## config.mk

```make
export PLATFORM = sky130hd
export DESIGN_NAME = ilk_diag
export DESIGN_NICKNAME = d
export VERILOG_FILES = /design/src/ilk_pkg.sv /design/src/ilk_diag.sv /design/src/ilk_flash.sv
export SDC_FILE = /design/constraint.sdc
export NUM_CORES = 1
export LEC_CHECK = 0
export ABC_AREA = 1
export BUFFER_PORTS_ARGS = -buffer_cell sky130_fd_sc_hd__buf_2
export CORE_MARGIN = 3
export CORE_UTILIZATION = 50
export CTS_CLUSTER_SIZE = 40
export DETAILED_ROUTE_END_ITERATION = 12
export PLACE_DENSITY = 0.68
export SLEW_MARGIN = 20
export SYNTH_ARGS = -nofsm -noshare
export SYNTH_HDL_FRONTEND = slang
export SYNTH_SLANG_ARGS = --single-unit
```

## constraint.sdc

```tcl
create_clock -name clk -period 1.78 [get_ports clk]
set_input_delay 0.356 -clock clk [delete_from_list [all_inputs] [get_ports clk]]
set_output_delay 0.356 -clock clk [all_outputs]
set_load 0.02 [all_outputs]
```

## src/ilk_pkg.sv

```systemverilog
package ilk_pkg;
	// system tick rate and derived timing
	localparam longint CLK_HZ = 20_000_000;
	localparam longint WARN_ESCALATE_MIN = 30;
	localparam longint WARN_ESCALATE_CYC = WARN_ESCALATE_MIN * 60 * CLK_HZ;
	// indicator timing in milliseconds
	localparam longint BLINK_MS = 500;
	localparam longint BLINK_CYC = BLINK_MS * CLK_HZ / 1000;
	localparam longint PULSE_MS = 250;
	localparam longint PULSE_CYC = PULSE_MS * CLK_HZ / 1000;
	localparam longint PAUSE_MS = 2000;
	localparam longint PAUSE_CYC = PAUSE_MS * CLK_HZ / 1000;
	// flash code pulse counts; 7 means steady
	localparam logic [2:0] CODE_NONE = 3'h0;
	localparam logic [2:0] CODE_OUT_A = 3'h1;
	localparam logic [2:0] CODE_OUT_B = 3'h2;
	localparam logic [2:0] CODE_CROSS = 3'h3;
	localparam logic [2:0] CODE_TEMP = 3'h4;
	localparam logic [2:0] CODE_ACT = 3'h5;
	localparam logic [2:0] CODE_HANDLE = 3'h6;
	localparam logic [2:0] CODE_STEADY = 3'h7;
	// burst generator states
	typedef enum logic [1:0] {FL_IDLE, FL_ON, FL_OFF, FL_PAUSE} ilk_flash_type;
endpackage : ilk_pkg

```

## src/ilk_diag.sv

```systemverilog
`timescale 1ns/100ps
// Behaviour
// - internal error drops both safety outputs at once
// - error clears after cause gone and guard recycled
// - warning pulls diag low, outputs stay on
// - warning clears itself when cause goes
// - warning held thirty minutes becomes shutdown fault
// - closed unlocked: yellow flashes, green on, diag high
// - closed locked: yellow steady, outputs and diag high
// - warnings flash red one to four pulses
// - immediate faults: five, six pulses, or steady
// - channel A warning on test fail or foreign voltage
// - channel B warning on test fail or foreign voltage
// - cross-wire warning on short or both faulty
// - overtemperature warning above temperature limit
// - unlock-disabling variant: unlock drops outputs, relock restores
// - open-disabling variant: opening drops outputs, unlocking does not
module ilk_diag
	import ilk_pkg::*;
#(
	parameter longint ESCALATE = WARN_ESCALATE_CYC,
	parameter int BLINK = int'(BLINK_CYC),
	parameter int PULSE = int'(PULSE_CYC),
	parameter int PAUSE = int'(PAUSE_CYC)
) (
	// clock, reset, enable
	input wire logic clk,
	input wire logic nrst,
	input wire logic ce,
	// strapped variant options
	input wire logic power_to_lock,
	input wire logic open_disabling,
	// controller and upstream chain
	input wire logic solenoid_cmd,
	input wire logic safety_in_a,
	input wire logic safety_in_b,
	// mechanics and sensors
	input wire logic guard_closed,
	input wire logic lock_engaged,
	// monitor results
	input wire logic test_fail_a,
	input wire logic test_fail_b,
	input wire logic out_volt_a,
	input wire logic out_volt_b,
	input wire logic lines_shorted,
	input wire logic over_temp,
	input wire logic actuator_fault,
	input wire logic handle_fault,
	input wire logic internal_defect,
	// outputs
	output logic safety_out_a,
	output logic safety_out_b,
	output logic diag_out,
	output logic lock_request,
	output logic led_green,
	output logic led_yellow,
	output logic led_red
);
	logic fault_latched;
	logic [2:0] fault_code;
	logic [63:0] warn_timer;
	logic escalated;
	logic guard_prev;
	logic open_seen;
	logic [31:0] blink_cnt;
	logic blink;
	logic next_out;

	// lock request from command polarity of the variant
	assign lock_request = power_to_lock ? solenoid_cmd : !solenoid_cmd;

	// warning sources; an output reading voltage while off is foreign drive
	wire warn_a = test_fail_a || (out_volt_a && !safety_out_a);
	wire warn_b = test_fail_b || (out_volt_b && !safety_out_b);
	wire warn_x = lines_shorted || (warn_a && warn_b);
	wire warn_t = over_temp;
	wire warn_any = warn_a || warn_b || warn_x || warn_t;
	// full code width; a bare wire here would keep only the low bit
	wire [2:0] warn_code = warn_x ? CODE_CROSS : warn_a ? CODE_OUT_A :
		warn_b ? CODE_OUT_B : warn_t ? CODE_TEMP : CODE_NONE;
	wire immediate = internal_defect || actuator_fault || handle_fault;
	wire [2:0] imm_code = internal_defect ? CODE_STEADY :
		actuator_fault ? CODE_ACT : CODE_HANDLE;
	wire escalate_now = warn_any && (warn_timer >= ESCALATE - 64'h1);
	wire fault_set = immediate || escalate_now;
	wire guard_cycled = open_seen && guard_closed;
	wire chain_ok = safety_in_a && safety_in_b;

	// escalation timer; any drop of the warning restarts it
	always_ff @(posedge clk or negedge nrst) begin
		if (!nrst) warn_timer <= 64'h0;
		else if (ce) warn_timer <= warn_any ? warn_timer + 64'h1 : 64'h0;
	end

	// fault latch: set wins; clears only after cause gone and guard recycled
	always_ff @(posedge clk or negedge nrst) begin
		if (!nrst) begin
			fault_latched <= 1'b0;
			fault_code <= CODE_NONE;
			escalated <= 1'b0;
			open_seen <= 1'b0;
			guard_prev <= 1'b0;
		end else if (ce) begin
			guard_prev <= guard_closed;
			if (fault_set) begin
				fault_latched <= 1'b1;
				escalated <= escalate_now && !immediate;
				fault_code <= immediate ? imm_code : warn_code;
				open_seen <= 1'b0;
			end else if (fault_latched) begin
				if (guard_prev && !guard_closed) open_seen <= 1'b1;
				if (guard_cycled && !warn_any) begin
					fault_latched <= 1'b0;
					escalated <= 1'b0;
					fault_code <= CODE_NONE;
					open_seen <= 1'b0;
				end
			end
		end
	end

	// enable path by variant
	always_comb begin
		next_out = 1'b0;
		if (guard_closed && chain_ok && !fault_latched && !immediate) begin
			if (open_disabling) next_out = 1'b1;
			else next_out = lock_engaged;
		end
	end

	// registered safety outputs and diagnostic line
	always_ff @(posedge clk or negedge nrst) begin
		if (!nrst) begin
			safety_out_a <= 1'b0;
			safety_out_b <= 1'b0;
			diag_out <= 1'b0;
		end else if (ce) begin
			safety_out_a <= next_out && !fault_set;
			safety_out_b <= next_out && !fault_set;
			// diag high while closed, clean and either locked or not asked
			// to lock; a lock wish that is not met reads as not lockable
			diag_out <= guard_closed && !fault_latched && !fault_set &&
				!warn_any && (lock_engaged || !lock_request);
		end
	end

	// 1 Hz blink base for yellow and green
	always_ff @(posedge clk or negedge nrst) begin
		if (!nrst) begin
			blink_cnt <= 32'h0000_0000;
			blink <= 1'b0;
		end else if (ce) begin
			if (blink_cnt >= 32'(BLINK - 1)) begin
				blink_cnt <= 32'h0000_0000;
				blink <= !blink;
			end else blink_cnt <= blink_cnt + 32'h0000_0001;
		end
	end

	// lamps: green flashes without upstream chain, yellow shows lock state
	assign led_green = chain_ok ? 1'b1 : blink;
	assign led_yellow = !guard_closed || fault_latched ? 1'b0 :
		lock_engaged ? 1'b1 : blink;
	wire [2:0] red_code = fault_latched ? fault_code :
		warn_any ? warn_code : CODE_NONE;

	ilk_flash #(.PULSE(PULSE), .PAUSE(PAUSE)) u_flash (
		.clk(clk),
		.nrst(nrst),
		.ce(ce),
		.code(red_code),
		.led(led_red)
	);

	imm_shutdown_a: assert property (@(posedge clk) disable iff (!nrst)
		(ce && immediate) |=> !safety_out_a && !safety_out_b)
		else $error("outputs on after immediate fault");
	fault_hold_a: assert property (@(posedge clk) disable iff (!nrst)
		(ce && fault_latched && !open_seen && !fault_set) |=> fault_latched)
		else $error("fault cleared without guard cycle");
	warn_diag_a: assert property (@(posedge clk) disable iff (!nrst)
		(ce && warn_any && !fault_latched && !fault_set && next_out)
		|=> !diag_out && safety_out_a)
		else $error("warning signalling wrong");
	warn_clear_a: assert property (@(posedge clk) disable iff (!nrst)
		(ce && !warn_any) |=> warn_timer == 64'h0)
		else $error("warning timer not cleared");
	escalate_a: assert property (@(posedge clk) disable iff (!nrst)
		(ce && escalate_now) |=> fault_latched && !safety_out_a)
		else $error("warning not escalated");
	lock_pol_a: assert property (@(posedge clk) disable iff (!nrst)
		lock_request == (solenoid_cmd ~^ power_to_lock))
		else $error("lock polarity wrong");
	unlock_drop_a: assert property (@(posedge clk) disable iff (!nrst)
		(ce && !open_disabling && !lock_engaged) |=> !safety_out_b)
		else $error("outputs on while unlocked");
	open_keep_a: assert property (@(posedge clk) disable iff (!nrst)
		(ce && open_disabling && guard_closed && chain_ok && !fault_latched
		&& !fault_set && !immediate) |=> safety_out_a)
		else $error("outputs off while closed");
	yellow_lock_a: assert property (@(posedge clk) disable iff (!nrst)
		(guard_closed && lock_engaged && !fault_latched) |-> led_yellow)
		else $error("yellow not steady when locked");
endmodule : ilk_diag

```

## src/ilk_flash.sv

```systemverilog
`timescale 1ns/100ps
module ilk_flash
	import ilk_pkg::*;
#(
	parameter int PULSE = int'(PULSE_CYC),
	parameter int PAUSE = int'(PAUSE_CYC)
) (
	// clock and reset
	input wire logic clk,
	input wire logic nrst,
	input wire logic ce,
	// code in, lamp out
	input wire logic [2:0] code,
	output logic led
);
	ilk_flash_type state;
	logic [31:0] timer;
	logic [2:0] count;
	wire timer_done = (timer == 32'h0000_0000);

	// bursts of n pulses, then a long dark pause before repeating
	always_ff @(posedge clk or negedge nrst) begin
		if (!nrst) begin
			state <= FL_IDLE;
			timer <= 32'h0000_0000;
			count <= 3'h0;
			led <= 1'b0;
		end else if (ce) begin
			case (state)
				FL_IDLE: begin
					led <= (code == CODE_STEADY);
					if (code != CODE_NONE && code != CODE_STEADY) begin
						state <= FL_ON;
						count <= code;
						timer <= 32'(PULSE - 1);
						led <= 1'b1;
					end
				end
				FL_ON: begin
					if (timer_done) begin
						state <= FL_OFF;
						led <= 1'b0;
						count <= count - 3'h1;
						timer <= 32'(PULSE - 1);
					end else timer <= timer - 32'h0000_0001;
				end
				FL_OFF: begin
					if (!timer_done) timer <= timer - 32'h0000_0001;
					else if (count != 3'h0) begin
						state <= FL_ON;
						led <= 1'b1;
						timer <= 32'(PULSE - 1);
					end else begin
						state <= FL_PAUSE;
						timer <= 32'(PAUSE - 1);
					end
				end
				FL_PAUSE: begin
					if (timer_done) state <= FL_IDLE;
					else timer <= timer - 32'h0000_0001;
				end
				default: state <= FL_IDLE;
			endcase
		end
	end

	pause_long_a: assert property (@(posedge clk) disable iff (!nrst)
		(ce && state == FL_OFF && timer_done && count == 3'h0)
		|=> !led [*8])
		else $error("flash pause too short");
endmodule : ilk_flash

```

==> results of run 1 <==
-- worst min path at each step --
stage,start,to,slack (ps)
global route,guard_closed,guard_prev,250
floorplan,nrst,blink,60
finish,guard_closed,guard_prev,220
detailed placement,nrst,warn_timer[23],230
global placement,nrst,warn_timer[23],230
CTS,guard_closed,guard_prev,150
-- synthesized netlist by cell type (all sizes together), types with 3 or more instances --
cell / instances
dfrtp: 143
a21oi: 49
ha: 9
nand2: 325
nor2: 237
nand3: 98
o2111ai: 3
nor3: 45
o211ai: 9
a31oi: 6
buf: 16
or2: 14
nand4: 39
o21a: 14
clkbuf: 13
o21ai: 82
inv: 172
xnor2: 11
xor2: 32
nor4: 16
nor3b: 3
o21bai: 3
-- layout make-up --
cell class                      count  area, um^2  area share (%)
Clock buffer                       18         429            3.01
Clock inverter                     14         158            1.11
Inverter                          173         677            4.75
Multi-Input combinational cell   1009        6380            44.8
Sequential cell                   143        3590            25.2
Tap cell                          229         287            2.01
Timing Repair Buffer              323        2730            19.2
-- through the flow --
step / TNS [ps] / hold WS [ps] / util [%] / worst slack (ps) / area, um^2
2_1_floorplan: 0 / 60.4 / - / 21.4 / 9440
3_3_place_gp: -6970 / 230 / 63.2 / -199 / 11500
4_1_cts: -2430 / 151 / 71.4 / -147 / 13000
6_report: -9660 / 217 / 78.3 / -506 / 14200
3_5_place_dp: -8890 / 229 / 63.2 / -229 / 11500
5_1_grt: -18000 / 248 / 78.3 / -533 / 14200
-- cells in the final DEF, fill, tap and decap left out, types with 20 or more instances in the layout --
cell type and n:
buf_4 251, nand2_1 232, inv_1 148, nor2_1 137, dfrtp_1 135, nand2_2 73
nor2_2 65, nand3_1 58, nand4_1 37, nor2_4 35, o21ai_0 35, a21oi_1 32
buf_6 31, nand3_2 30, xor2_1 26, o21ai_2 24, buf_2 23, o21ai_1 21
inv_2 20, nand2_4 20
-- metal layers --
metal  vias up  wire length (um)
met5         -                 0
li1       5025                 -
met2       556             16700
met1      5235             13300
met3       187              2390
met4         0              1670
-- worst max-delay path, cell delays in order, from the launching register on --
cell and delay (ps):
dfrtp_1 450, nor2_1 220, nand2_1 170, nor2_4 170, nand2_4 90, nor2_4 140, nand2_1 110, nand2_1 90
nand2_1 80, a21oi_1 200, o21ai_1 140, nor2_1 200, nor2_1 90
-- where the power goes --
group          switching, mW  internal, mW
combinational           3.92          2.78
clock                   1.70          2.01
sequential             0.560          3.77
-- registers in the layout (all words and copies together), names as in the netlist --
signal,count
diag_out,1
warn_timer,64
blink_cnt,32
fault_code,3
u_flash.count,3
blink,1
u_flash.led,1
u_flash.timer,32
safety_out_b,1
open_seen,1
u_flash.state,2
guard_prev,1
fault_latched,1
-- kinds of logic after synthesis --
kind of cell / Yosys count / share of synthesized area [%]
xor+xnor: 43 / 4.00
fa+ha+maj: 9 / 1.20
compound gates: 176 / 10.6
flops: 143 / 38.0
simple gates: 781 / 37.7
buf+inv: 202 / 8.51
-- what timing repair did --
| item | CTS | global route |
|---|---|---|
| gates resized for setup | 163 | 303 |
| hold buffers | 1 | 0 |
| setup buffers | 32 | 33 |
| pin swaps | 51 | 97 |
| endpoints found under the hold margin | 19 | 0 |
| endpoints found under the setup margin | 97 | 120 |
| gates cloned | 7 | 2 |
==> metrics.md, run 1 <==
| Metric | Value |
|---|---|
| Grt met1 use | `37.1%` |
| Area growth syn-to-layout | `51.4%` |
| Worst VDD drop | `0.00135 V` |
| Status | `finished, violations left` |
| Reg-to-reg slack, setup | `-510 ps` |
| Worst r2r path cells | `12` |
| Layout Skew | `16.1 ps` |
| Clock transition at path regs | `80 ps` |
| Total wire length | `34000 um` |
| Setup Viol. Count Final | `86` |
| # clock sinks | `143` |
| Min-Delay Path Depth | `3` |
| Non-filler cells, final | `1909` |
| Critical Path AT | `2620 ps` |
| Synth Register Bits | `143` |
| Fin. max-slew vios | `0` |
| Via/cell ratio | `5.76` |
| Routability Congestion | `0.956` |
| Standard-cell rows | `49` |
| GR met2 Demand/Resource | `49.1%` |
| Initial antenna violation count | `0` |
| Sequential area share after synthesis | `38.0%` |
| Slew margin rel. | `64.4%` |
| Main synth FF type | `dfrtp_1` |
| EDFF count, synth | `0` |
| Critical Path Sink | `u_flash.timer[19]` |
| Overall Global Routing Usage | `28.9%` |
| Bufs on Longest Clock Path | `2` |
| Worst r2r dst | `u_flash.timer[19]` |
| Mapped Cells | `1354` |
| CTS tree | `yes` |
| Yosys top cell by area | `dfrtp_1` |
| Final Cycle Share | `128%` |
| Drt first pass iters | `8` |
| Placed wire-length estimate | `19400 um` |
| Cell total after placement | `1809` |
| Num CTS Buffers | `17` |
| Worst Tran Pin Value | `531 ps` |
| Hold Vio Cnt, Final | `0` |
| Syn nets | `1382` |
| I/O Buffers | `25` |
| Ports | `26` |
| # diodes | `0` |
| Crit path kind | `reg -> reg` |
| Worst R2R Start | `u_flash.timer[13]` |
| Die Height | `143 um` |
| Period minus WS final | `2290 ps` |
| Crit path required time | `2110 ps` |
| Wirelength per Cell | `17.8 um` |
| Full die area | `20500 um^2` |
| Initial Utilization | `51.7%` |
| Fillers | `1110` |
| Hold Crit Class | `in -> reg` |
| Crit path max fanout | `4` |
| Unrepaired setup endpoints after global routing | `true` |
| PnR worst setup slack | `-506 ps` |
| Worst setup SP type | `flop` |
| Fmax | `438 MHz` |
| YS warnings | `0` |
| Power per Cell Area | `1030 nW/um^2` |
| Vias in the first global route | `10100` |
| Asr flop ratio synth | `100%` |
| Drt drc | `0` |
| First-pass GRT wire length | `47700 um` |
| Power, Total | `14.7 mW` |
| Failing checks | `setup timing` |
| CP endpoint kind | `flop` |
| Most Crowded Layer GR | `met2` |
| Leak | `6.77 nW` |
| Post-synthesis cell area | `9410 um^2` |
| Starting DRC count in detailed routing | `979` |
| Clk Tree Root Cell | `clkbuf_16` |
| Max cap viols | `0` |
| Placeable Area | `18200 um^2` |
| Largest net degree at the start of global routing | `63` |
| GRT overflow | `0` |
| Die width | `143 um` |
| Post-route antenna net violation count | `0` |
| Distinct cells, synth | `50` |
| Avg Cell Area, Syn | `6.95 um^2` |
| Setup crit start | `u_flash.timer[13]` |
| Proportion of layout cells with a drive suffix above 1 | `43.0%` |
| Via count | `11000` |
| Met3 Usage GRT | `4.22%` |
| H-tree depth | `4` |
| Layout Nets | `1695` |
| Area contributors post-synth | `dfrtp_1, nand2_1, nor2_1` |
| Skew-Pair Late Insertion Delay | `450 ps` |
| Post-synth top area share | `38.0%` |
Note: power is estimated with default switching activity, not from simulation.
==> inputs of run 2 (changes only) <==
--- a/config.mk
+++ b/config.mk
@@ -8,10 +8,10 @@
 export ABC_AREA = 1
 export BUFFER_PORTS_ARGS = -buffer_cell sky130_fd_sc_hd__buf_2
 export CORE_MARGIN = 3
-export CORE_UTILIZATION = 50
+export CORE_UTILIZATION = 45
 export CTS_CLUSTER_SIZE = 40
 export DETAILED_ROUTE_END_ITERATION = 12
-export PLACE_DENSITY = 0.68
+export PLACE_DENSITY = 0.62
 export SLEW_MARGIN = 20
 export SYNTH_ARGS = -nofsm -noshare
 export SYNTH_HDL_FRONTEND = slang
==> run 2 against run 1 <==
The flow still finishes with violations (setup timing). Wire length shrank 9.4%. Count of clock-buffer cells in the layout grew 2. Critical path type unchanged. First-iteration DRC count shrank 20%. Cell count grew 2.6%. Clock power shrank 4%. Sequential power is essentially flat. Die area grew 11%. Highest routed layer unchanged. Maximum frequency grew 15%. Clock skew is essentially flat. Largest cell class unchanged.
==> metrics.md, run 2 (synthesis results as in run 1) <==
| Metric | Value |
|---|---|
| Final Cycle Share | `112% (-17 points)` |
| Vias in the first global route | `9773 (-3.1%)` |
| Slowest stage delay, CP | `470 ps (+20 ps)` |
| Worst setup SP type | `flop` |
| Area growth syn-to-layout | `52.5%` |
| Drt first pass iters | `5 (-3)` |
| DP Area | `11600 um^2 (+1.2%)` |
| Crit path required time | `2070 ps (-40 ps)` |
| Max FFs per register | `64 (unchanged)` |
| Crit path max fanout | `6 (+2)` |
| Via count | `10300 (-6.0%)` |
| # clock sinks | `143 (unchanged)` |
| Top delay family on crit path | `simple AND/OR/NAND/NOR gates` |
| Worst Tran Pin Value | `649 ps (+118 ps)` |
| Layout Skew | `16.3 ps (+0.151 ps)` |
| Critical Path AT | `2280 ps (-340 ps)` |
| Slowest-stage cell, CP | `dfrtp_1` |
| Hold Vio Cnt, Final | `0 (unchanged)` |
| Proportion of layout cells with a drive suffix above 1 | `42.8% (-0.26 points)` |
| Overall Global Routing Usage | `25.8% (-3.1 points)` |
| Clock transition at path regs | `70 ps (about the same)` |
| Die Height | `151 um (+5.2%)` |
| Final core occ | `70.5% (-7.8 points)` |
| Worst-path cell chain | `nor2_2 -> nand2_2 -> buf_6 -> nor2_4 -> nand4_4 -> clkinv_4 -> nand2_4 -> nand3_4 -> inv_8 -> buf_8 -> nand4_1 -> nand2_1` |
| Top Registers | `warn_timer x64, blink_cnt x32, u_flash.timer x32` |
| Failing checks | `setup timing` |
| CP endpoint kind | `flop` |
| Met3 Usage GRT | `4.33% (+0.12 points)` |
| Total wire length | `30800 um (-9.4%)` |
| Status | `finished, violations left` |
| Routability Congestion | `0.902 (-5.7%)` |
| Post-route antenna net violation count | `0 (unchanged)` |
| Setup Viol. Count Final | `81 (-5.8%)` |
| Wirelength per Cell | `15.7 um (-12%)` |
| Fillers | `1556 (+40%)` |
| Leak | `6.83 nW (+0.84%)` |
| Register area | `3590 um^2 (+0.10%)` |
| Buffers and inverters on the worst path | `4 (+4)` |
| Hold_ws | `169 ps (-47.8 ps)` |
| GR met2 Demand/Resource | `43.7% (-5.4 points)` |
| Bufs on Longest Clock Path | `2 (unchanged)` |
| Max cap viols | `0 (unchanged)` |
| Skew-Pair Late Insertion Delay | `430 ps (-20 ps)` |
| Power per Cell Area | `1010 nW/um^2 (-2.7%)` |
| Placeable Area | `20400 um^2 (+12%)` |
| Via/cell ratio | `5.28 (-8.3%)` |
| PnR worst setup slack | `-205 ps (+300 ps)` |
| Initial Utilization | `46.2% (-5.5 points)` |
| Placed wire-length estimate | `20000 um (+3.1%)` |
| Largest net degree at the start of global routing | `40 (-37%)` |
| First-pass GRT wire length | `47200 um (-1.1%)` |
| Multi-input logic area | `6420 um^2 (+0.73%)` |
| Standard-cell rows | `52 (+6.1%)` |
| # diodes | `0 (unchanged)` |
| Worst VDD drop | `0.000833 V (-38%)` |
| Layout Nets | `1703 (+0.47%)` |
| Initial antenna violation count | `0 (unchanged)` |
| Largest Register | `warn_timer` |
| GRT overflow | `0 (unchanged)` |
| Full die area | `22700 um^2 (+11%)` |
| Num CTS Buffers | `17 (unchanged)` |
| Slew margin rel. | `56.4% (-8.0 points)` |
| Grt met1 use | `34.6% (-2.5 points)` |
| Highest-count cells in the layout ignoring fill and taps | `buf_4, nand2_1, inv_1` |
| CTS tree | `yes` |
| Hold Crit Class | `in -> reg` |
| Clk Tree Root Cell | `clkbuf_16` |
| Drt drc | `0 (unchanged)` |
| Die width | `151 um (+5.2%)` |
| TNS Setup | `-6170 ps (+3490 ps)` |
| Fmax | `504 MHz (+15%)` |
| Ports | `26 (unchanged)` |
| H-tree depth | `4 (unchanged)` |
| Power, Total | `14.4 mW (-2.0%)` |
| Fin. max-slew vios | `0 (unchanged)` |
| Most common cell after layout, fill and taps aside | `buf_4` |
| I/O Buffers | `25 (unchanged)` |
| Post-route cell area | `14400 um^2 (+0.72%)` |
| Most Crowded Layer GR | `met2` |
| Period minus WS final | `1990 ps (-300 ps)` |
| Starting DRC count in detailed routing | `782 (-20%)` |
| Unrepaired setup endpoints after global routing | `true` |
| Crit path kind | `reg -> reg` |
## run 2: cell types whose count changed in the layout (fill, tap and decap cells not counted), moves of 9 or more
cell / before / now
o21ai_2: 24 / 15
o21ai_1: 21 / 30
nand2_4: 20 / 29
nor2_4: 35 / 46
buf_6: 31 / 43
nor2_2: 65 / 55
## run 2: area by class of cell
cell class,instances,share of cell area [%]
Multi-Input combinational cell,1009,44.8
Sequential cell,143,25.0
Timing Repair Buffer,331,19.2
Inverter,173,4.68
Clock buffer,20,3.11
Tap cell,270,2.35
Clock inverter,12,0.881
## run 2: through the flow
step / setup WS, ps / std cells
finish: -205 / 1958
CTS: -109 / 1926
global route: -246 / 1958
global placement: -243 / 1861
floorplan: 21.4 / 1354
detailed placement: -234 / 1861
## run 2: layer usage
metal / share of wire, % / routed length (um) / vias to the layer above
li1: - / - / 5048
met1: 43 / 13400 / 4941
met2: 50 / 15500 / 304
met3: 4.3 / 1320 / 53
met4: 2.2 / 680 / 0
met5: 0 / 0 / -
## run 2: tightest hold or removal path, stage by stage
cell,delay (ps)
buf_2,100
nand2_1,40
o21ai_0,60
## run 2: repair_timing
| action | 4_1_cts | 5_1_grt |
|---|---|---|
| endpoints found under the setup margin | 98 | 122 |
| hold buffers | 1 | 0 |
| setup buffers | 28 | 32 |
| endpoints found under the hold margin | 32 | 0 |
| gates resized for setup | 140 | 339 |
| gates cloned | 4 | 1 |
| pin swaps | 38 | 100 |
## run 2: final timing paths
path	start	endpoint	slack (ps)	depth (start not counted)
max in group asynchronous	nrst	u_flash.timer[9]	800	3
min reg2reg	diag_out	diag_out	490	2
max	u_flash.timer[12]	u_flash.timer[6]	-210	12
min	guard_closed	guard_prev	170	3
max reg2reg	u_flash.timer[12]	u_flash.timer[6]	-210	12
min in group asynchronous	nrst	warn_timer[27]	410	2
## run 2: power breakdown
part | switching (mW) | internal [mW]
Sequential | 0.542 | 3.78
Clock | 1.55 | 2.00
Combinational | 3.65 | 2.92
Total | 5.74 | 8.69
==> inputs of run 3 (changes only) <==
--- a/config.mk
+++ b/config.mk
@@ -16,3 +16,4 @@
 export SYNTH_ARGS = -nofsm -noshare
 export SYNTH_HDL_FRONTEND = slang
 export SYNTH_SLANG_ARGS = --single-unit
+export TNS_END_PERCENT = 5
==> run 3 against run 2 <==
The run still ends with setup timing left. Global-route usage decreased by 1.2 points. Core utilization decreased by 7.0 points. Largest cell class unchanged. Sequential power decreased by 2%. Highest routed layer unchanged. Setup slack improved by 64 ps. Count of clock-buffer cells in the layout decreased by 1.
==> metrics.md, run 3 (synthesis results as in run 1) <==
| Metric | Value |
|---|---|
| DP Area | `11700 um^2 (+0.32%)` |
| Proportion of layout cells with a drive suffix above 1 | `30.7% (-12 points)` |
| Layout Skew | `13.0 ps (-3.31 ps)` |
| Largest Register | `warn_timer` |
| TNS Setup | `-3080 ps (+3090 ps)` |
| # diodes | `0 (unchanged)` |
| Hold Vio Cnt, Final | `0 (unchanged)` |
| Bufs on Longest Clock Path | `2 (unchanged)` |
| H-tree depth | `4 (unchanged)` |
| Crit path kind | `reg -> reg` |
| Slowest stage delay, CP | `400 ps (-70 ps)` |
| Max cap viols | `0 (unchanged)` |
| Worst Tran Pin Value | `589 ps (-60.0 ps)` |
| PnR worst setup slack | `-141 ps (+63.8 ps)` |
| First-pass GRT wire length | `45000 um (-4.8%)` |
| Via count | `9731 (-5.9%)` |
| Wire length on met2 | `13000 um (-16%)` |
| Drt drc | `0 (unchanged)` |
| Max FFs per register | `64 (unchanged)` |
| Post-route cell area | `12900 um^2 (-9.9%)` |
| Wirelength per Cell | `14.2 um (-9.7%)` |
| Hold Crit Class | `in -> reg` |
| Worst-path cell chain | `nand2_2 -> buf_6 -> nor2_4 -> nand3_4 -> nor3_4 -> nand4_4 -> nor2_4 -> nand2_2 -> xor2_2 -> nor2_2` |
| Ports | `26 (unchanged)` |
| I/O Buffers | `25 (unchanged)` |
| # clock sinks | `143 (unchanged)` |
| Largest net degree at the start of global routing | `44 (+10%)` |
| Critical Path AT | `2240 ps (-40 ps)` |
| Top Layer Used | `met4` |
| Fillers | `1806 (+16%)` |
| Slew margin rel. | `60.4% (+4.0 points)` |
| GRT overflow | `0 (unchanged)` |
| Highest-count cells in the layout ignoring fill and taps | `nand2_1, buf_4, nor2_1` |
| Skew-Pair Late Insertion Delay | `430 ps (about the same)` |
| Fmax | `520 MHz (+3.3%)` |
| Setup Viol. Count Final | `65 (-20%)` |
| Clock transition at path regs | `60 ps (about the same)` |
| CP endpoint kind | `flop` |
| Crit path max fanout | `4 (-2)` |
| Min-Delay Path Depth | `3 (unchanged)` |
| Standard-cell rows | `52 (unchanged)` |
| Slowest-stage cell, CP | `dfrtp_1` |
| Full die area | `22700 um^2 (unchanged)` |
| Layout Nets | `1645 (-3.4%)` |
| Via/cell ratio | `5.12 (-3.1%)` |
| Hold_ws | `174 ps (+4.21 ps)` |
| Met1 WL | `12700 um (-5.2%)` |
| Power per Cell Area | `1020 nW/um^2 (+1.5%)` |
| Failing checks | `setup timing` |
| Post-route antenna net violation count | `0 (unchanged)` |
| Status | `finished, violations left` |
| Power, Total | `13.2 mW (-8.5%)` |
| Wire length on met3 | `1040 um (-22%)` |
| Multi-input logic area | `5580 um^2 (-13%)` |
| Starting DRC count in detailed routing | `561 (-28%)` |
| Die width | `151 um (unchanged)` |
| Overall Global Routing Usage | `24.6% (-1.2 points)` |
| Unrepaired setup endpoints after global routing | `true` |
| Non-filler cells, final | `1900 (-3.0%)` |
| Initial antenna violation count | `0 (unchanged)` |
| Worst setup SP type | `flop` |
| Period minus WS final | `1920 ps (-63.8 ps)` |
| Routability Congestion | `0.907 (+0.57%)` |
| CTS tree | `yes` |
| Top Registers | `warn_timer x64, blink_cnt x32, u_flash.timer x32` |
| Most common cell after layout, fill and taps aside | `nand2_1` |
| Clk Tree Root Cell | `clkbuf_16` |
| Placed wire-length estimate | `19800 um (-0.81%)` |
| Area growth syn-to-layout | `37.4%` |
| Register area | `3580 um^2 (-0.24%)` |
| Drt first pass iters | `5 (unchanged)` |
| Vias in the first global route | `9463 (-3.2%)` |
| Initial Utilization | `46.2% (unchanged)` |
| Final Cycle Share | `108% (-3.6 points)` |
| Num CTS Buffers | `17 (unchanged)` |
| Cell total after placement | `1860 (-0.054%)` |
| Worst r2r path cells | `10 (-2)` |
| Leak | `6.24 nW (-8.6%)` |
| Worst VDD drop | `0.000916 V (+9.9%)` |
| Total wire length | `27000 um (-12%)` |
| Placeable Area | `20400 um^2 (unchanged)` |
| Fin. max-slew vios | `0 (unchanged)` |
| Die Height | `151 um (unchanged)` |
| Setup WS pre-CTS | `-236 ps (-2.14 ps)` |
| Final core occ | `63.5% (-7.0 points)` |
| Crit path required time | `2100 ps (+30 ps)` |
run 3: cell types whose count changed in the layout (fill, tap and decap cells not counted), moves of 13 or more:
cell     before  now
buf_4       252  229
buf_6        43   10
nand2_1     226  284
nand2_2      70   32
nand2_4      29    9
nand3_1      59   87
nand3_2      31    8
nor2_1      136  173
nor2_2       55   42
nor2_4       46   22
o21ai_0      35   62
o21ai_1      30   14
run 3: cell type report:
cell class	instances	area share [%]
multi-input combinational	1009	43.1
sequential	143	27.7
timing repair buffer	273	16.7
inverter	173	5.08
clock buffer	19	3.42
tap	270	2.61
clock inverter	13	1.37
run 3: timing repair:
| item | in CTS | in global routing |
|---|---|---|
| hold endpoints to repair | 24 | 0 |
| setup endpoints to repair | 99 | 129 |
| hold buffers | 1 | 0 |
| setup buffers | 4 | 3 |
| cloned | 0 | 0 |
| pin swaps | 15 | 15 |
| resized for setup | 64 | 118 |
run 3: routing by layer:
metal  track usage (%)  vias up
met5                 0        -
met4              5.98        0
met3              3.37       21
met2              40.9      203
met1              34.1     4587
li1                  -     4920
run 3: critical path, delay by kind of cell (launching register included):
family	cells	cell delay [ps]
xor+xnor	1	150
buf+inv	1	130
flops	1	400
simple gates	8	1140
run 3: path summary, 6_finish.rpt:
check	startpoint	to	slack, ps
worst max-delay path	warn_timer[1]	warn_timer[53]	-140
min in group asynchronous	nrst	warn_timer[25]	370
worst min-delay path	guard_closed	guard_prev	170
worst max register to register	warn_timer[1]	warn_timer[53]	-140
max in group asynchronous	nrst	u_flash.timer[14]	840
worst min register to register	u_flash.led	u_flash.led	480
run 3: power by group:
group / leakage, nW / internal [mW] / switching [mW] / total [mW]
Clock: 0.302 / 2.28 / 1.52 / 3.80
Sequential: 1.83 / 3.77 / 0.472 / 4.24
Combinational: 4.11 / 2.25 / 2.92 / 5.17
Total: 6.24 / 8.30 / 4.91 / 13.2
